[config.mk]
export PLATFORM = sky130hd
export DESIGN_NAME = bbo_core
export DESIGN_NICKNAME = d
export VERILOG_FILES = /design/src/rtl/bbo_pkg.sv /design/src/rtl/bbo_core.sv
export SDC_FILE = /design/constraint.sdc
export NUM_CORES = 1
export LEC_CHECK = 0
export BUFFER_PORTS_ARGS = -buffer_cell sky130_fd_sc_hd__clkbuf_2
export CORE_MARGIN = 1.5
export CORE_UTILIZATION = 52
export CTS_BUF_LIST = sky130_fd_sc_hd__clkbuf_16
export CTS_CLUSTER_SIZE = 16
export DETAILED_ROUTE_END_ITERATION = 7
export GPL_TIMING_DRIVEN = 0
export PLACE_DENSITY = 0.82
export SLEW_MARGIN = 10
export SYNTH_ARGS = -nofsm -noshare
export SYNTH_HDL_FRONTEND = slang
export SYNTH_SLANG_ARGS = --single-unit
[constraint.sdc]
create_clock -name clk -period 2.7 [get_ports clk]
set_clock_uncertainty 0.05 [all_clocks]
set_input_delay 0.405 -clock clk [delete_from_list [all_inputs] [get_ports clk]]
set_output_delay 0.405 -clock clk [all_outputs]
set_load 0.1 [all_outputs]
[src/rtl/bbo_pkg.sv]
// Package for the branch and bit-operation execution block of an 8-bit core.
// Assumes one core clock, a synchronous active-low reset and a decoder upstream
// that has already turned each instruction word into one of the operation codes below.
package bbo_pkg;

    // Status flag positions inside the status register
    localparam logic [2:0] FLAG_C = 3'h0;
    localparam logic [2:0] FLAG_Z = 3'h1;
    localparam logic [2:0] FLAG_N = 3'h2;
    localparam logic [2:0] FLAG_V = 3'h3;
    localparam logic [2:0] FLAG_S = 3'h4;
    localparam logic [2:0] FLAG_H = 3'h5;
    localparam logic [2:0] FLAG_T = 3'h6;
    localparam logic [2:0] FLAG_I = 3'h7;

    // Register port map and reset values
    localparam logic [3:0] OFS_STATUS = 4'h0;
    localparam logic [3:0] OFS_STATE = 4'h1;
    localparam logic [7:0] STATUS_RST = 8'h00;

    // Offset field width of a relative branch
    localparam int OFS_W = 7;

    // Operation codes handed over by the upstream decoder
    typedef enum logic [5:0] {
        OP_NONE = 6'h00,
        OP_BRANCH_ON_FLAG_SET = 6'h01, OP_BRANCH_ON_FLAG_CLEAR = 6'h02,
        OP_BRANCH_IF_EQUAL = 6'h03, OP_BRANCH_IF_NOT_EQUAL = 6'h04,
        OP_BRANCH_IF_CARRY_SET = 6'h05, OP_BRANCH_IF_CARRY_CLEAR = 6'h06,
        OP_BRANCH_IF_SAME_OR_HIGHER = 6'h07, OP_BRANCH_IF_LOWER = 6'h08,
        OP_BRANCH_IF_MINUS = 6'h09, OP_BRANCH_IF_PLUS = 6'h0A,
        OP_BRANCH_SIGNED_GE = 6'h0B, OP_BRANCH_SIGNED_LT = 6'h0C,
        OP_BRANCH_HALF_CARRY_SET = 6'h0D, OP_BRANCH_HALF_CARRY_CLEAR = 6'h0E,
        OP_BRANCH_TRANSFER_SET = 6'h0F, OP_BRANCH_TRANSFER_CLEAR = 6'h10,
        OP_BRANCH_OVERFLOW_SET = 6'h11, OP_BRANCH_OVERFLOW_CLEAR = 6'h12,
        OP_BRANCH_IRQ_ENABLED = 6'h13, OP_BRANCH_IRQ_DISABLED = 6'h14,
        OP_SET_IO_BIT = 6'h15, OP_CLEAR_IO_BIT = 6'h16,
        OP_ROTATE_RIGHT_CARRY = 6'h17, OP_ARITH_SHIFT_RIGHT = 6'h18,
        OP_BIT_TO_TRANSFER_FLAG = 6'h19, OP_TRANSFER_FLAG_TO_BIT = 6'h1A,
        OP_GENERIC_FLAG_SET = 6'h1B, OP_GENERIC_FLAG_CLEAR = 6'h1C,
        OP_GLOBAL_IRQ_ON = 6'h1D, OP_GLOBAL_IRQ_OFF = 6'h1E,
        OP_SET_CARRY = 6'h1F, OP_CLEAR_CARRY = 6'h20,
        OP_SET_ZERO = 6'h21, OP_CLEAR_ZERO = 6'h22,
        OP_SET_NEGATIVE = 6'h23, OP_CLEAR_NEGATIVE = 6'h24,
        OP_SIGN_FLAG_SET_OP = 6'h25, OP_CLEAR_SIGN = 6'h26,
        OP_SET_OVERFLOW = 6'h27, OP_CLEAR_OVERFLOW = 6'h28,
        OP_SET_TRANSFER = 6'h29, OP_CLEAR_TRANSFER = 6'h2A,
        OP_SET_HALF_CARRY = 6'h2B, OP_CLEAR_HALF_CARRY = 6'h2C
    } bbo_op_t;

    // Sequencer states, Gray coded along idle -> hold -> idle
    typedef enum logic [1:0] {
        ST_IDLE = 2'b00,
        ST_HOLD = 2'b01
    } bbo_state_t;

endpackage : bbo_pkg

[src/rtl/bbo_core.sv]
// Execution block for flag branches and bit operations of an 8-bit core.
// Holds the status register itself. Assumes all instruction inputs come from
// logic on the same clock and that the io space applies a single-bit write.
`timescale 1ns/1ps
module bbo_core
    import bbo_pkg::*;
#(
    parameter int PC_W = 16
) (
    input wire logic clk,
    input wire logic rst_n,
    // Instruction issue
    input wire logic instr_valid,
    input wire bbo_op_t instr_op,
    input wire logic [2:0] instr_flag_sel,
    input wire logic [2:0] instr_bit_sel,
    input wire logic [OFS_W-1:0] instr_offset,
    input wire logic [PC_W-1:0] instr_pc,
    input wire logic [7:0] instr_rd_val,
    input wire logic [5:0] instr_io_addr,
    output logic instr_ready,
    output logic instr_done,
    // Program counter redirect
    output logic pc_load,
    output logic [PC_W-1:0] pc_target,
    // Register file write back
    output logic rd_we,
    output logic [7:0] rd_wdata,
    // Io single-bit write
    output logic io_we,
    output logic [5:0] io_addr,
    output logic [2:0] io_bit,
    output logic io_bit_val,
    // Status register view for the rest of the core
    output logic [7:0] status_out,
    // Software register port
    input wire logic [3:0] reg_addr,
    input wire logic [7:0] reg_wdata,
    input wire logic reg_wr,
    input wire logic reg_rd,
    output logic [7:0] reg_rdata
);

    bbo_state_t state_q, state_d;
    logic [7:0] status_q, status_d;
    logic ready_q, done_q, pc_load_q, rd_we_q, io_we_q, io_bit_val_q, last_taken_q;
    logic [PC_W-1:0] pc_target_q;
    logic [7:0] rd_wdata_q, reg_rdata_q;
    logic [5:0] io_addr_q;
    logic [2:0] io_bit_q;

    // Condition selection for each branch code
    function automatic logic [1:0] br_select(input bbo_op_t op, input logic [7:0] st, input logic [2:0] sel);
        logic is_br;
        logic cond;
        is_br = 1'b1;
        cond = 1'b0;
        unique case (op)
            OP_BRANCH_ON_FLAG_SET: cond = st[sel];
            OP_BRANCH_ON_FLAG_CLEAR: cond = ~st[sel];
            OP_BRANCH_IF_EQUAL: cond = st[FLAG_Z];
            OP_BRANCH_IF_NOT_EQUAL: cond = ~st[FLAG_Z];
            OP_BRANCH_IF_CARRY_SET, OP_BRANCH_IF_LOWER: cond = st[FLAG_C];
            OP_BRANCH_IF_CARRY_CLEAR, OP_BRANCH_IF_SAME_OR_HIGHER: cond = ~st[FLAG_C];
            OP_BRANCH_IF_MINUS: cond = st[FLAG_N];
            OP_BRANCH_IF_PLUS: cond = ~st[FLAG_N];
            OP_BRANCH_SIGNED_GE: cond = ~(st[FLAG_N] ^ st[FLAG_V]);
            OP_BRANCH_SIGNED_LT: cond = st[FLAG_N] ^ st[FLAG_V];
            OP_BRANCH_HALF_CARRY_SET: cond = st[FLAG_H];
            OP_BRANCH_HALF_CARRY_CLEAR: cond = ~st[FLAG_H];
            OP_BRANCH_TRANSFER_SET: cond = st[FLAG_T];
            OP_BRANCH_TRANSFER_CLEAR: cond = ~st[FLAG_T];
            OP_BRANCH_OVERFLOW_SET: cond = st[FLAG_V];
            OP_BRANCH_OVERFLOW_CLEAR: cond = ~st[FLAG_V];
            OP_BRANCH_IRQ_ENABLED: cond = st[FLAG_I];
            OP_BRANCH_IRQ_DISABLED: cond = ~st[FLAG_I];
            default: is_br = 1'b0;
        endcase
        return {is_br, cond};
    endfunction : br_select

    // Flag touched by a flag set or clear code: {hit, value, index}
    function automatic logic [4:0] flag_select(input bbo_op_t op, input logic [2:0] sel);
        logic hit;
        logic val;
        logic [2:0] idx;
        hit = 1'b1;
        val = 1'b0;
        idx = sel;
        unique case (op)
            OP_GENERIC_FLAG_SET: val = 1'b1;
            OP_GENERIC_FLAG_CLEAR: val = 1'b0;
            OP_GLOBAL_IRQ_ON: begin
                val = 1'b1;
                idx = FLAG_I;
            end
            OP_GLOBAL_IRQ_OFF: idx = FLAG_I;
            OP_SET_CARRY: begin
                val = 1'b1;
                idx = FLAG_C;
            end
            OP_CLEAR_CARRY: idx = FLAG_C;
            OP_SET_ZERO: begin
                val = 1'b1;
                idx = FLAG_Z;
            end
            OP_CLEAR_ZERO: idx = FLAG_Z;
            OP_SET_NEGATIVE: begin
                val = 1'b1;
                idx = FLAG_N;
            end
            OP_CLEAR_NEGATIVE: idx = FLAG_N;
            OP_SIGN_FLAG_SET_OP: begin
                val = 1'b1;
                idx = FLAG_S;
            end
            OP_CLEAR_SIGN: idx = FLAG_S;
            OP_SET_OVERFLOW: begin
                val = 1'b1;
                idx = FLAG_V;
            end
            OP_CLEAR_OVERFLOW: idx = FLAG_V;
            OP_SET_TRANSFER: begin
                val = 1'b1;
                idx = FLAG_T;
            end
            OP_CLEAR_TRANSFER: idx = FLAG_T;
            OP_SET_HALF_CARRY: begin
                val = 1'b1;
                idx = FLAG_H;
            end
            OP_CLEAR_HALF_CARRY: idx = FLAG_H;
            default: hit = 1'b0;
        endcase
        return {hit, val, idx};
    endfunction : flag_select

    // Decode of the offered instruction
    wire logic accept_w = instr_valid & ready_q;
    wire logic [1:0] br_w = br_select(instr_op, status_q, instr_flag_sel);
    wire logic is_branch_w = br_w[1];
    wire logic taken_w = br_w[1] & br_w[0];
    wire logic [4:0] fl_w = flag_select(instr_op, instr_flag_sel);
    wire logic is_io_w = (instr_op == OP_SET_IO_BIT) || (instr_op == OP_CLEAR_IO_BIT);
    wire logic is_rot_w = (instr_op == OP_ROTATE_RIGHT_CARRY);
    wire logic is_sra_w = (instr_op == OP_ARITH_SHIFT_RIGHT);
    wire logic is_shift_w = is_rot_w | is_sra_w;
    wire logic is_tstore_w = (instr_op == OP_BIT_TO_TRANSFER_FLAG);
    wire logic is_tload_w = (instr_op == OP_TRANSFER_FLAG_TO_BIT);

    // Relative target: counter plus sign-extended offset plus one
    wire logic [PC_W-1:0] offset_ext_w = {{(PC_W-OFS_W){instr_offset[OFS_W-1]}}, instr_offset};
    wire logic [PC_W-1:0] target_w = instr_pc + offset_ext_w + PC_W'(1);

    // Shift results; rotate feeds old carry in, the arithmetic form keeps the sign
    wire logic [7:0] rot_res_w = {status_q[FLAG_C], instr_rd_val[7:1]};
    wire logic [7:0] sra_res_w = {instr_rd_val[7], instr_rd_val[7:1]};
    wire logic [7:0] shift_res_w = is_rot_w ? rot_res_w : sra_res_w;
    wire logic shift_c_w = instr_rd_val[0];
    wire logic shift_n_w = shift_res_w[7];
    wire logic shift_z_w = (shift_res_w == 8'h00);

    // Bit load result: one bit replaced by the transfer flag
    wire logic [7:0] bit_mask_w = 8'h01 << instr_bit_sel;
    wire logic [7:0] tload_res_w = status_q[FLAG_T] ? (instr_rd_val | bit_mask_w)
                                                  : (instr_rd_val & ~bit_mask_w);

    // Software port decode
    wire logic sw_status_wr_w = reg_wr && (reg_addr == OFS_STATUS);
    wire logic [7:0] state_view_w = {6'h00, last_taken_q, (state_q != ST_IDLE)};
    wire logic [7:0] rdata_w = (reg_addr == OFS_STATUS) ? status_q :
                               (reg_addr == OFS_STATE) ? state_view_w : 8'h00;

    // Next status value; the flags an executing instruction updates win over a software write
    // in the same cycle, since the core's own result must never be lost
    always_comb begin
        status_d = sw_status_wr_w ? reg_wdata : status_q;
        if (accept_w && is_shift_w) begin
            status_d[FLAG_C] = shift_c_w;
            status_d[FLAG_Z] = shift_z_w;
            status_d[FLAG_N] = shift_n_w;
            status_d[FLAG_V] = shift_n_w ^ shift_c_w;
        end
        if (accept_w && is_tstore_w) begin
            status_d[FLAG_T] = instr_rd_val[instr_bit_sel];
        end
        if (accept_w && fl_w[4]) begin
            status_d[fl_w[2:0]] = fl_w[3];
        end
    end

    // Sequencer: taken branches and io bit writes hold one extra cycle
    always_comb begin
        state_d = state_q;
        unique case (state_q)
            ST_IDLE: begin
                if (accept_w && (taken_w || is_io_w)) begin
                    state_d = ST_HOLD;
                end
            end
            ST_HOLD: state_d = ST_IDLE;
            // Two spare codes of the state word fall back to idle
            default: state_d = ST_IDLE;
        endcase
    end

    // State, status and handshake flops
    always_ff @(posedge clk) begin
        if (!rst_n) begin
            state_q <= ST_IDLE;
            status_q <= STATUS_RST;
            ready_q <= 1'b0;
            done_q <= 1'b0;
        end else begin
            state_q <= state_d;
            status_q <= status_d;
            ready_q <= (state_d == ST_IDLE);
            // Done marks the last cycle of every instruction
            done_q <= (accept_w && !(taken_w || is_io_w)) || (state_q == ST_HOLD);
        end
    end

    // Program counter redirect, a one-cycle pulse in the second branch cycle
    always_ff @(posedge clk) begin
        if (!rst_n) begin
            pc_load_q <= 1'b0;
            pc_target_q <= '0;
            last_taken_q <= 1'b0;
        end else begin
            pc_load_q <= accept_w && taken_w;
            if (accept_w && taken_w) begin
                pc_target_q <= target_w;
            end
            if (accept_w && is_branch_w) begin
                last_taken_q <= taken_w;
            end
        end
    end

    // Register file write back for shifts and bit load
    always_ff @(posedge clk) begin
        if (!rst_n) begin
            rd_we_q <= 1'b0;
            rd_wdata_q <= 8'h00;
        end else begin
            rd_we_q <= accept_w && (is_shift_w || is_tload_w);
            if (accept_w && is_shift_w) begin
                rd_wdata_q <= shift_res_w;
            end else if (accept_w && is_tload_w) begin
                rd_wdata_q <= tload_res_w;
            end
        end
    end

    // Io bit write; the io space alters only the named bit, so no read is needed
    always_ff @(posedge clk) begin
        if (!rst_n) begin
            io_we_q <= 1'b0;
            io_addr_q <= 6'h00;
            io_bit_q <= 3'h0;
            io_bit_val_q <= 1'b0;
        end else begin
            io_we_q <= accept_w && is_io_w;
            if (accept_w && is_io_w) begin
                io_addr_q <= instr_io_addr;
                io_bit_q <= instr_bit_sel;
                io_bit_val_q <= (instr_op == OP_SET_IO_BIT);
            end
        end
    end

    // Read data, valid the cycle after the strobe only
    always_ff @(posedge clk) begin
        if (!rst_n) begin
            reg_rdata_q <= 8'h00;
        end else begin
            reg_rdata_q <= reg_rd ? rdata_w : 8'h00;
        end
    end

    assign instr_ready = ready_q;
    assign instr_done = done_q;
    assign pc_load = pc_load_q;
    assign pc_target = pc_target_q;
    assign rd_we = rd_we_q;
    assign rd_wdata = rd_wdata_q;
    assign io_we = io_we_q;
    assign io_addr = io_addr_q;
    assign io_bit = io_bit_q;
    assign io_bit_val = io_bit_val_q;
    assign status_out = status_q;
    assign reg_rdata = reg_rdata_q;

endmodule : bbo_core

==> flow_summary.ini, run 1 <==
[clock_tree]
postCtsSetupRepairBufs = 0
ctsHoldBuffers = 0
htree_levels = 3
cts_tree = yes
cts_resized = 0
cts_made_buffers = 9
cts.path.max_buffers = 2
clock-sinks = 58
cts_root_buf = clkbuf_16
clkTransAtPathRegs_ns = 0.05
insertion_delay_ns = 0.32

[synth]
avgSynthCellArea_sq_um = 8.27
synth_most_common_cell = dfxtp_1
ys_seq_area_share_pct = 30.0
synth_area_leaders = dfxtp_1, mux2i_1, ha_1, nor2_1, a21oi_1
synth_cell_type_count = 68
synth_nets = 550
async_flop_share_pct = 0
ys.flop_type = dfxtp_1
synth.top_cell.area_share_pct = 30.0
synth.top_cells.by_count = dfxtp_1, nor2_1, nand2_1, mux2i_1, a21oi_1
synth_edf_count = 0
synthCells = 468
synth-seq-cells = 58
yosysWarnings = 0
syn-cell-area_sq_mm = 0.00387
synth_top_cell_by_area = dfxtp_1

[sta]
post-route-period-util_pct = 87.9
setup_viol = 0
relSlewSlack_pct = 51.7
tightest_slew_ns = 0.707
maxSlewViolCount = 0
setup_tns_ns = 0
min_period_ns = 2.37
fmax_mhz = 421
rsz0062_at_grt = false
report.final.hold_viol_count = 0

[routing]
drtIter0Drc = 243
drt-pass1-iter-count = 4
vias = 4039
drt_drc_violations_left = 0
drt-vias-per-instance = 5.78
final_antenna_net_count = 0
routed_wl_microns = 10800
wl_per_cell_microns = 15.5

[floorplanning]
dieArea_sq_mm = 0.00797
fp.dieW_microns = 89.3
core_area_sq_mm = 0.00721
initial_core_util_pct = 53.7
fp-row-count = 31
die_h_microns = 89.3
io_pins = 121

[critical_path]
critPathMaxStageDelay_ns = 0.53
path_class = flip-flop to flip-flop
cpLargestDelayFamily = multiplexers
crit_top_cell = mux2i_1
arrival_ns = 2.51
critPathRequiredTime_ns = 2.84
endpoint_kind = flip-flop
startpoint = status_out[0]
crit_chain = mux4_1 -> mux2i_1 -> mux2i_1 -> nand4_2 -> o21ai_2 -> buf_6 -> mux2i_1 -> nor2_1
rr_startpoint = status_out[0]
cp.buffers_inverters = 1
crit_path_start_kind = flip-flop
cp_slowest_cell = mux4_1
worstPathMaxFanout = 10

[pwr]
power.density_mw_per_mm2 = 497
ir_drop_uv = 302
p_leak_nw = 2.15
power_w = 0.00241

[finish]
antenna_cells = 0
syn_to_final_growth_pct = 25.4
nets = 678
drive_gt1_share_pct = 26.5
fin_util_pct = 67.3

[placement]
gp_congestion = 0.947
hpwl_microns = 8300
port_buffers = 117

[grt]
grt-ovfl-total = 0
grt_util_all_layers_pct = 27.1
grt_pass1_vias = 3519
antenna_found_initial = 0
grt_max_degree = 11
grt_pass1_wl_microns = 16600

[job]
max-cap-violations = 0

[worst_hold_path]
min-delay-start = instr_io_addr[4]
hold_class = primary input to flip-flop

[outcome]
outcome = completed
-- flip-flops by register name, summed over array words and instances (netlist names) --
register / flops
reg_rdata: 8
last_taken_q: 1
instr_ready: 1
pc_target: 16
rd_wdata: 8
status_out: 8
state_q: 2
io_we: 1
instr_done: 1
io_bit: 3
pc_load: 1
io_addr: 6
rd_we: 1
io_bit_val: 1
-- placed cells by master (no fill, tap or decap), types with 4 or more instances in the layout --
| cell type | n |
|---|---|
| nand3_1 | 27 |
| clkbuf_1 | 13 |
| o21a_1 | 4 |
| a211oi_1 | 4 |
| dfxtp_1 | 58 |
| xnor2_1 | 8 |
| nor4_1 | 4 |
| nor3_1 | 13 |
| nand3b_1 | 6 |
| ha_1 | 15 |
| mux2i_1 | 33 |
| inv_1 | 11 |
| a21oi_1 | 30 |
| clkbuf_16 | 9 |
| nor2_1 | 48 |
| nand2b_1 | 12 |
| clkinv_1 | 6 |
| and2_1 | 9 |
| buf_2 | 8 |
| o211ai_1 | 14 |
| nor2b_1 | 7 |
| o31ai_1 | 11 |
| nand2_1 | 39 |
| a21o_1 | 4 |
| mux2_2 | 7 |
| o21ai_0 | 19 |
| clkbuf_2 | 117 |
| xor2_1 | 6 |
-- final cells by class --
| class | instances | area (sq um) |
|---|---|---|
| inverters | 12 | 45.0 |
| flip-flops and latches | 58 | 1160 |
| clock inverters | 6 | 48.8 |
| plain buffers | 26 | 123 |
| well taps | 99 | 124 |
| repair buffers | 117 | 586 |
| multi-input cells | 372 | 2540 |
| clock buffers | 9 | 225 |
| fillers | 633 | 2360 |
-- where the power goes --
part / switching, W / total [W] / internal [W]
Sequential: 0.00000802 / 0.000875 / 0.000867
Clock: 0.000365 / 0.00106 / 0.000690
Combinational: 0.000300 / 0.000481 / 0.000181
-- worst reg2reg max path: stages (launching register included) --
cell and delay [ns]:
dfxtp_1 0.42, mux4_1 0.53, mux2i_1 0.18, mux2i_1 0.24
nand4_2 0.17, o21ai_2 0.20, buf_6 0.19, mux2i_1 0.20
nor2_1 0.05
-- through the flow --
stage	setup WS, ns	instances	hold WS (ns)	instance area (sq um)
finish	0.325	699	0.273	4850
global route	0.172	699	0.273	4850
CTS	0.319	699	0.270	4850
detailed placement	0.131	684	0.414	4580
global placement	0.176	684	0.403	4580
floorplan	0.159	468	0.400	3870
-- kinds of logic after synthesis --
group,synth area share [%]
simple gates,23.6
compound gates,20.1
flops,30.0
mux,13.3
buf+inv,4.33
fa+ha+maj,5.37
xor+xnor,3.17
other cells,0.0969
-- per-layer routing --
layer | vias up | routed length [microns] | share of wire [%] | track usage (%)
li1 | 1972 | - | - | -
met4 | 0 | 216 | 2.0 | 10.1
met3 | 24 | 737 | 6.8 | 6.74
met2 | 163 | 5350 | 49 | 46.1
met5 | - | 0 | 0 | 0
met1 | 1880 | 4550 | 42 | 33.1
-- worst paths after layout --
path / endpoint / slack [ns] / cells after the start
max reg2reg: pc_target[14] / 0.33 / 8
max: pc_target[14] / 0.33 / 8
min: io_addr[4] / 0.27 / 3
min reg2reg: pc_target[2] / 0.42 / 2
Power figures use the tool's default switching activity.
==> inputs of run 2 (changes only) <==
--- a/config.mk
+++ b/config.mk
@@ -7,12 +7,12 @@
 export LEC_CHECK = 0
 export BUFFER_PORTS_ARGS = -buffer_cell sky130_fd_sc_hd__clkbuf_2
 export CORE_MARGIN = 1.5
-export CORE_UTILIZATION = 52
-export CTS_BUF_LIST = sky130_fd_sc_hd__clkbuf_16
+export CORE_UTILIZATION = 53
+export CTS_BUF_LIST = sky130_fd_sc_hd__clkbuf_2
 export CTS_CLUSTER_SIZE = 16
 export DETAILED_ROUTE_END_ITERATION = 7
 export GPL_TIMING_DRIVEN = 0
-export PLACE_DENSITY = 0.82
+export PLACE_DENSITY = 0.83
 export SLEW_MARGIN = 10
 export SYNTH_ARGS = -nofsm -noshare
 export SYNTH_HDL_FRONTEND = slang
==> constraint.sdc (replaced) <==
create_clock -name clk -period 2.4 [get_ports clk]
set_clock_uncertainty 0.05 [all_clocks]
set_input_delay 0.36 -clock clk [delete_from_list [all_inputs] [get_ports clk]]
set_output_delay 0.36 -clock clk [all_outputs]
set_load 0.1 [all_outputs]
==> run 2 against run 1 <==
Net effect: worst setup slack got worse by 0.22 ns; highest routed layer unchanged; critical path depth did not move; die area fell by 1.8%; critical endpoint is now pc_target[13]; largest power group is now registers.
==> flow_summary.ini, run 2 (same netlist as run 1, synthesis figures left out) <==
[outcome]
outcome = completed

[routing]
vias = 4033
wl_per_cell_microns = 15.5
final_antenna_net_count = 0
drt_drc_violations_left = 0
routed_wl_microns = 10900
drt-pass1-iter-count = 5
drtIter0Drc = 350
drt-vias-per-instance = 5.72

[critical_path]
crit_path_start_kind = flip-flop
rrSetupSlack_ns = 0.11
crit_top_cell = mux2i_2
r2r_cells = 8
rr_startpoint = status_out[7]
crit_chain = mux4_2 -> mux2i_2 -> mux2i_1 -> nand4_2 -> o21ai_2 -> buf_6 -> mux2i_2 -> nor2_1
arrival_ns = 2.59
r2r_end = pc_target[13]
endpoint_kind = flip-flop
cp_slowest_cell = mux4_2
path_class = flip-flop to flip-flop
worstPathMaxFanout = 6
critPathRequiredTime_ns = 2.70
critPathMaxStageDelay_ns = 0.48

[sta]
maxSlewViolCount = 0
setup_viol = 0
tightest_slew_ns = 0.707
setup_tns_ns = 0
relSlewSlack_pct = 51.7
rsz0062_at_grt = true
fmax_mhz = 437
report.final.hold_viol_count = 0
post-route-period-util_pct = 95.4
min_period_ns = 2.29
holdWs_ns = 0.0610

[floorplanning]
die_h_microns = 88.5
dieArea_sq_mm = 0.00783
fp.dieW_microns = 88.5
core_area_sq_mm = 0.00694
fp-row-count = 30
io_pins = 121
initial_core_util_pct = 55.7

[finish]
nets = 686
fill_cells = 598
final_area_sq_mm = 0.00477
layout.cells.non_filler = 705
largest_register_ffs = 16
multi_input_area_sq_mm = 0.00255
drive_gt1_share_pct = 30.0
final_common_cell = clkbuf_2
syn_to_final_growth_pct = 23.2
antenna_cells = 0
seq_area_sq_mm = 0.00118
final_cell_mix = clkbuf_2, dfxtp_1, nor2_1

[placement]
port_buffers = 117
hpwl_microns = 8520
gp_congestion = 0.942
placed_cell_area_sq_mm = 0.00459
dp_cells = 681

[worst_hold_path]
hold_class = primary input to flip-flop
holdPathStages = 3
holdPathEnd = io_addr[1]
min-delay-start = instr_io_addr[1]

[pwr]
ir_drop_uv = 335
seqPwrFrac_pct = 46.1
power.density_mw_per_mm2 = 445
power_frac_comb_pct = 25.8
clockPowerShare_pct = 28.1
p_sw_share_pct = 33.3
power_w = 0.00212
p_int_w = 0.00142
p_leak_nw = 2.12
power_switching_w = 0.000705

[grt]
grt_util_all_layers_pct = 27.7
grt_pass1_vias = 3625
grt_max_degree = 11
grt-ovfl-total = 0
antenna_found_initial = 0
grt_pass1_wl_microns = 16900

[clock_tree]
insertion_delay_ns = 0.48
cts.path.max_buffers = 2
clock-sinks = 58
cts_tree = yes
cts_made_buffers = 9
cts_root_buf = clkbuf_2
htree_levels = 3
clkTransAtPathRegs_ns = 0.16

[job]
max-cap-violations = 0
-- run 2: cell types whose count changed in the layout (fill, tap and decap cells not counted), moves of 3 or more --
cell / delta
clkbuf_16: -9
buf_4: +8
dfxtp_2: +4
clkbuf_2: +10
dfxtp_4: +4
clkinv_1: -4
clkinv_2: +3
dfxtp_1: -8
-- run 2: layout make-up --
cell class,instances,area share (%)
well taps,96,2.52
multi-input cells,372,53.4
flip-flops and latches,58,24.8
clock inverters,6,1.21
clock buffers,10,1.05
repair buffers,125,13.5
inverters,12,0.945
plain buffers,26,2.57
-- run 2: how the worst max path moves through the flow --
stage                            startpoint       endpoint  cells past startpoint
after floorplan                 instr_ready    rd_wdata[0]                      8
after global placement    instr_flag_sel[0]  pc_target[14]                      9
after detailed placement  instr_flag_sel[0]  pc_target[13]                      9
after CTS                     status_out[0]  pc_target[13]                      8
after global routing          status_out[2]  pc_target[13]                      8
final                         status_out[7]  pc_target[13]                      8
-- run 2: power groups by stage --
| stage | clock network, W | logic (W) | registers, W |
|---|---|---|---|
| after floorplan | 0 | 0.000322 | 0.00106 |
| final | 0.000595 | 0.000548 | 0.000977 |
| after CTS | 0.000609 | 0.000534 | 0.000982 |
| after global routing | 0.000650 | 0.000598 | 0.000979 |
| after global placement | 0 | 0.000522 | 0.00100 |
| after detailed placement | 0 | 0.000530 | 0.00100 |
-- run 2: repair_timing --
item,in CTS,in global routing
hold endpoints to repair,0,0
buffers inserted,1,7
pin swaps,1,2
endpoints found under the setup margin,1,19
resized for setup,1,6
hold buffers,0,0
-- run 2: critical path: cells and delay by family, from the launching register on --
family | cells | cell delay, ns
buffers and inverters | 1 | 0.16
and+or+nand+nor | 2 | 0.24
DFF | 1 | 0.38
AOI/OAI and AO/OA | 1 | 0.20
muxes | 4 | 1.14
-- run 2: per-stage QoR --
stage	utilization, %	setup slack (ns)
after floorplan	-	0.0338
after global placement	66.1	-0.107
after detailed placement	66.1	-0.136
after CTS	67.7	0.00748
after global routing	68.7	-0.0503
final	68.7	0.110
-- run 2: layer usage --
layer	global-route usage [%]	up-vias	part of all wire, %
li1	-	1986	-
met1	34.2	1852	42
met2	47.7	174	49
met3	6.06	21	6.5
met4	10.1	0	1.9
met5	0	-	0
==> inputs of run 3 (changes only) <==
--- a/config.mk
+++ b/config.mk
@@ -12,6 +12,7 @@
 export CTS_CLUSTER_SIZE = 16
 export DETAILED_ROUTE_END_ITERATION = 7
 export GPL_TIMING_DRIVEN = 0
+export HOLD_SLACK_MARGIN = 0.08
 export PLACE_DENSITY = 0.83
 export SLEW_MARGIN = 10
 export SYNTH_ARGS = -nofsm -noshare
==> run 3 against run 2 <==
Net effect: sequential power hardly changed; cell count is 1.3% higher; combinational power is 2% higher; flip-flop and latch count stayed put; non-clock buffer count is 9 higher; critical path depth stayed put; total power is 0.82% higher; sequential share of layout area is 0.46 points lower; via count is 1.1% higher; cell area is 1.9% higher; maximum frequency is 0.30% lower; critical path type unchanged; largest cell class unchanged.
==> flow_summary.ini, run 3 (same netlist as run 1, synthesis figures left out) <==
[clock_tree]
cts.path.max_buffers = 2
insertion_delay_ns = 0.47
htree_levels = 3
cts_made_buffers = 9
cts_root_buf = clkbuf_2
clkTransAtPathRegs_ns = 0.17
clock-sinks = 58
cts_tree = yes

[sta]
relSlewSlack_pct = 50.8
min_period_ns = 2.30
setup_viol = 0
tightest_slew_ns = 0.719
setup_ws_ns = 0.103
fmax_mhz = 435
post-route-period-util_pct = 95.7
maxSlewViolCount = 0
holdWs_ns = 0.115
report.final.hold_viol_count = 0
setup_tns_ns = 0
rsz0062_at_grt = true

[finish]
syn_to_final_growth_pct = 25.5
largest_register_ffs = 16
final_cell_mix = clkbuf_2, dfxtp_1, nor2_1
fill_cells = 579
final_common_cell = clkbuf_2
drive_gt1_share_pct = 29.6
nets = 695
antenna_cells = 0

[critical_path]
startpoint = status_out[7]
crit_path_start_kind = flip-flop
crit_end = pc_target[13]
r2r_cells = 8
endpoint_kind = flip-flop
arrival_ns = 2.59
rrSetupSlack_ns = 0.10
worstPathMaxFanout = 6
critPathRequiredTime_ns = 2.69
path_class = flip-flop to flip-flop
r2r_end = pc_target[13]
rr_startpoint = status_out[7]

[pwr]
seqPwrFrac_pct = 45.7
power.density_mw_per_mm2 = 440
ir_drop_uv = 333
power_w = 0.00214
p_sw_share_pct = 33.3
clockPowerShare_pct = 28.0
power_frac_comb_pct = 26.3
p_leak_nw = 2.16
power_switching_w = 0.000713
p_int_w = 0.00143

[grt]
grt_max_degree = 11
grt_pass1_vias = 3673
antenna_found_initial = 0
grt-ovfl-total = 0
grt_util_all_layers_pct = 28.3
grt_pass1_wl_microns = 17200

[placement]
gp_congestion = 0.942
hpwl_microns = 8520
pre_cts_ws_ns = -0.136
port_buffers = 117

[routing]
drt_drc_violations_left = 0
vias = 4079
routed_wl_microns = 11200
drt-vias-per-instance = 5.71
wl_per_cell_microns = 15.7
drt-pass1-iter-count = 6
final_antenna_net_count = 0
drtIter0Drc = 320

[job]
max-cap-violations = 0

[floorplanning]
die_h_microns = 88.5
io_pins = 121
fp-row-count = 30
fp.dieW_microns = 88.5
initial_core_util_pct = 55.7
dieArea_sq_mm = 0.00783
core_area_sq_mm = 0.00694

[outcome]
outcome = completed

[worst_hold_path]
hold_class = primary input to flip-flop
## run 3: cell count changes in the layout (fill, tap and decap cells not counted)
cell           before  now
dlygate4sd3_1       0    9
## run 3: critical path, stage by stage, from the launching register on
cell     delay, ns
dfxtp_2       0.38
mux4_2        0.48
mux2i_2       0.19
mux2i_1       0.27
nand4_2       0.18
o21ai_2       0.20
buf_6         0.16
mux2i_2       0.21
nor2_1        0.06
## run 3: final cells by class
type | count | area (sq um) | share of cell area [%]
plain buffers | 26 | 123 | 2.52
well taps | 96 | 120 | 2.47
multi-input cells | 372 | 2550 | 52.4
clock buffers | 10 | 50.0 | 1.03
inverters | 12 | 45.0 | 0.927
repair buffers | 134 | 736 | 15.1
flip-flops and latches | 58 | 1180 | 24.3
clock inverters | 6 | 57.6 | 1.18
## run 3: per-stage QoR
step	cell area, sq um	std cells	utilization (%)
after floorplan	3880	468	-
after global placement	4590	681	66.1
after detailed placement	4590	681	66.1
after CTS	4780	706	68.9
after global routing	4860	714	70.0
final	4860	714	70.0
## run 3: worst min-delay path by stage
stage	endpoint	startpoint	cells past startpoint	slack (ns)
2_1_floorplan	reg_rdata[7]	reg_addr[0]	1	0.39
3_5_place_dp	pc_target[15]	pc_target[15]	2	0.41
4_1_cts	rd_wdata[4]	instr_rd_val[5]	3	0.08
3_3_place_gp	pc_target[10]	pc_target[10]	2	0.40
6_report	instr_done	instr_valid	3	0.12
5_1_grt	rd_wdata[0]	instr_rd_val[1]	3	0.10
## run 3: power groups by stage
stage / combinational [W] / clock, W / sequential [W]
floorplan: 0.000322 / 0 / 0.00106
global placement: 0.000522 / 0 / 0.00100
detailed placement: 0.000530 / 0 / 0.00100
CTS: 0.000544 / 0.000609 / 0.000982
global route: 0.000612 / 0.000654 / 0.000979
finish: 0.000561 / 0.000599 / 0.000978
## run 3: routing by layer
metal	GRT usage (%)	up-vias	part of all wire (%)
li1	-	2006	-
met1	34.8	1860	43
met2	48.6	187	49
met3	6.25	26	6.1
met4	10.5	0	2.2
met5	0	-	0
## run 3: repair_timing
action | in CTS | in global routing
hold buffers | 8 | 1
setup buffers | 1 | 7
endpoints found under the setup margin | 1 | 19
endpoints found under the hold margin | 9 | 1
gates resized for setup | 1 | 6
pin swaps | 1 | 2
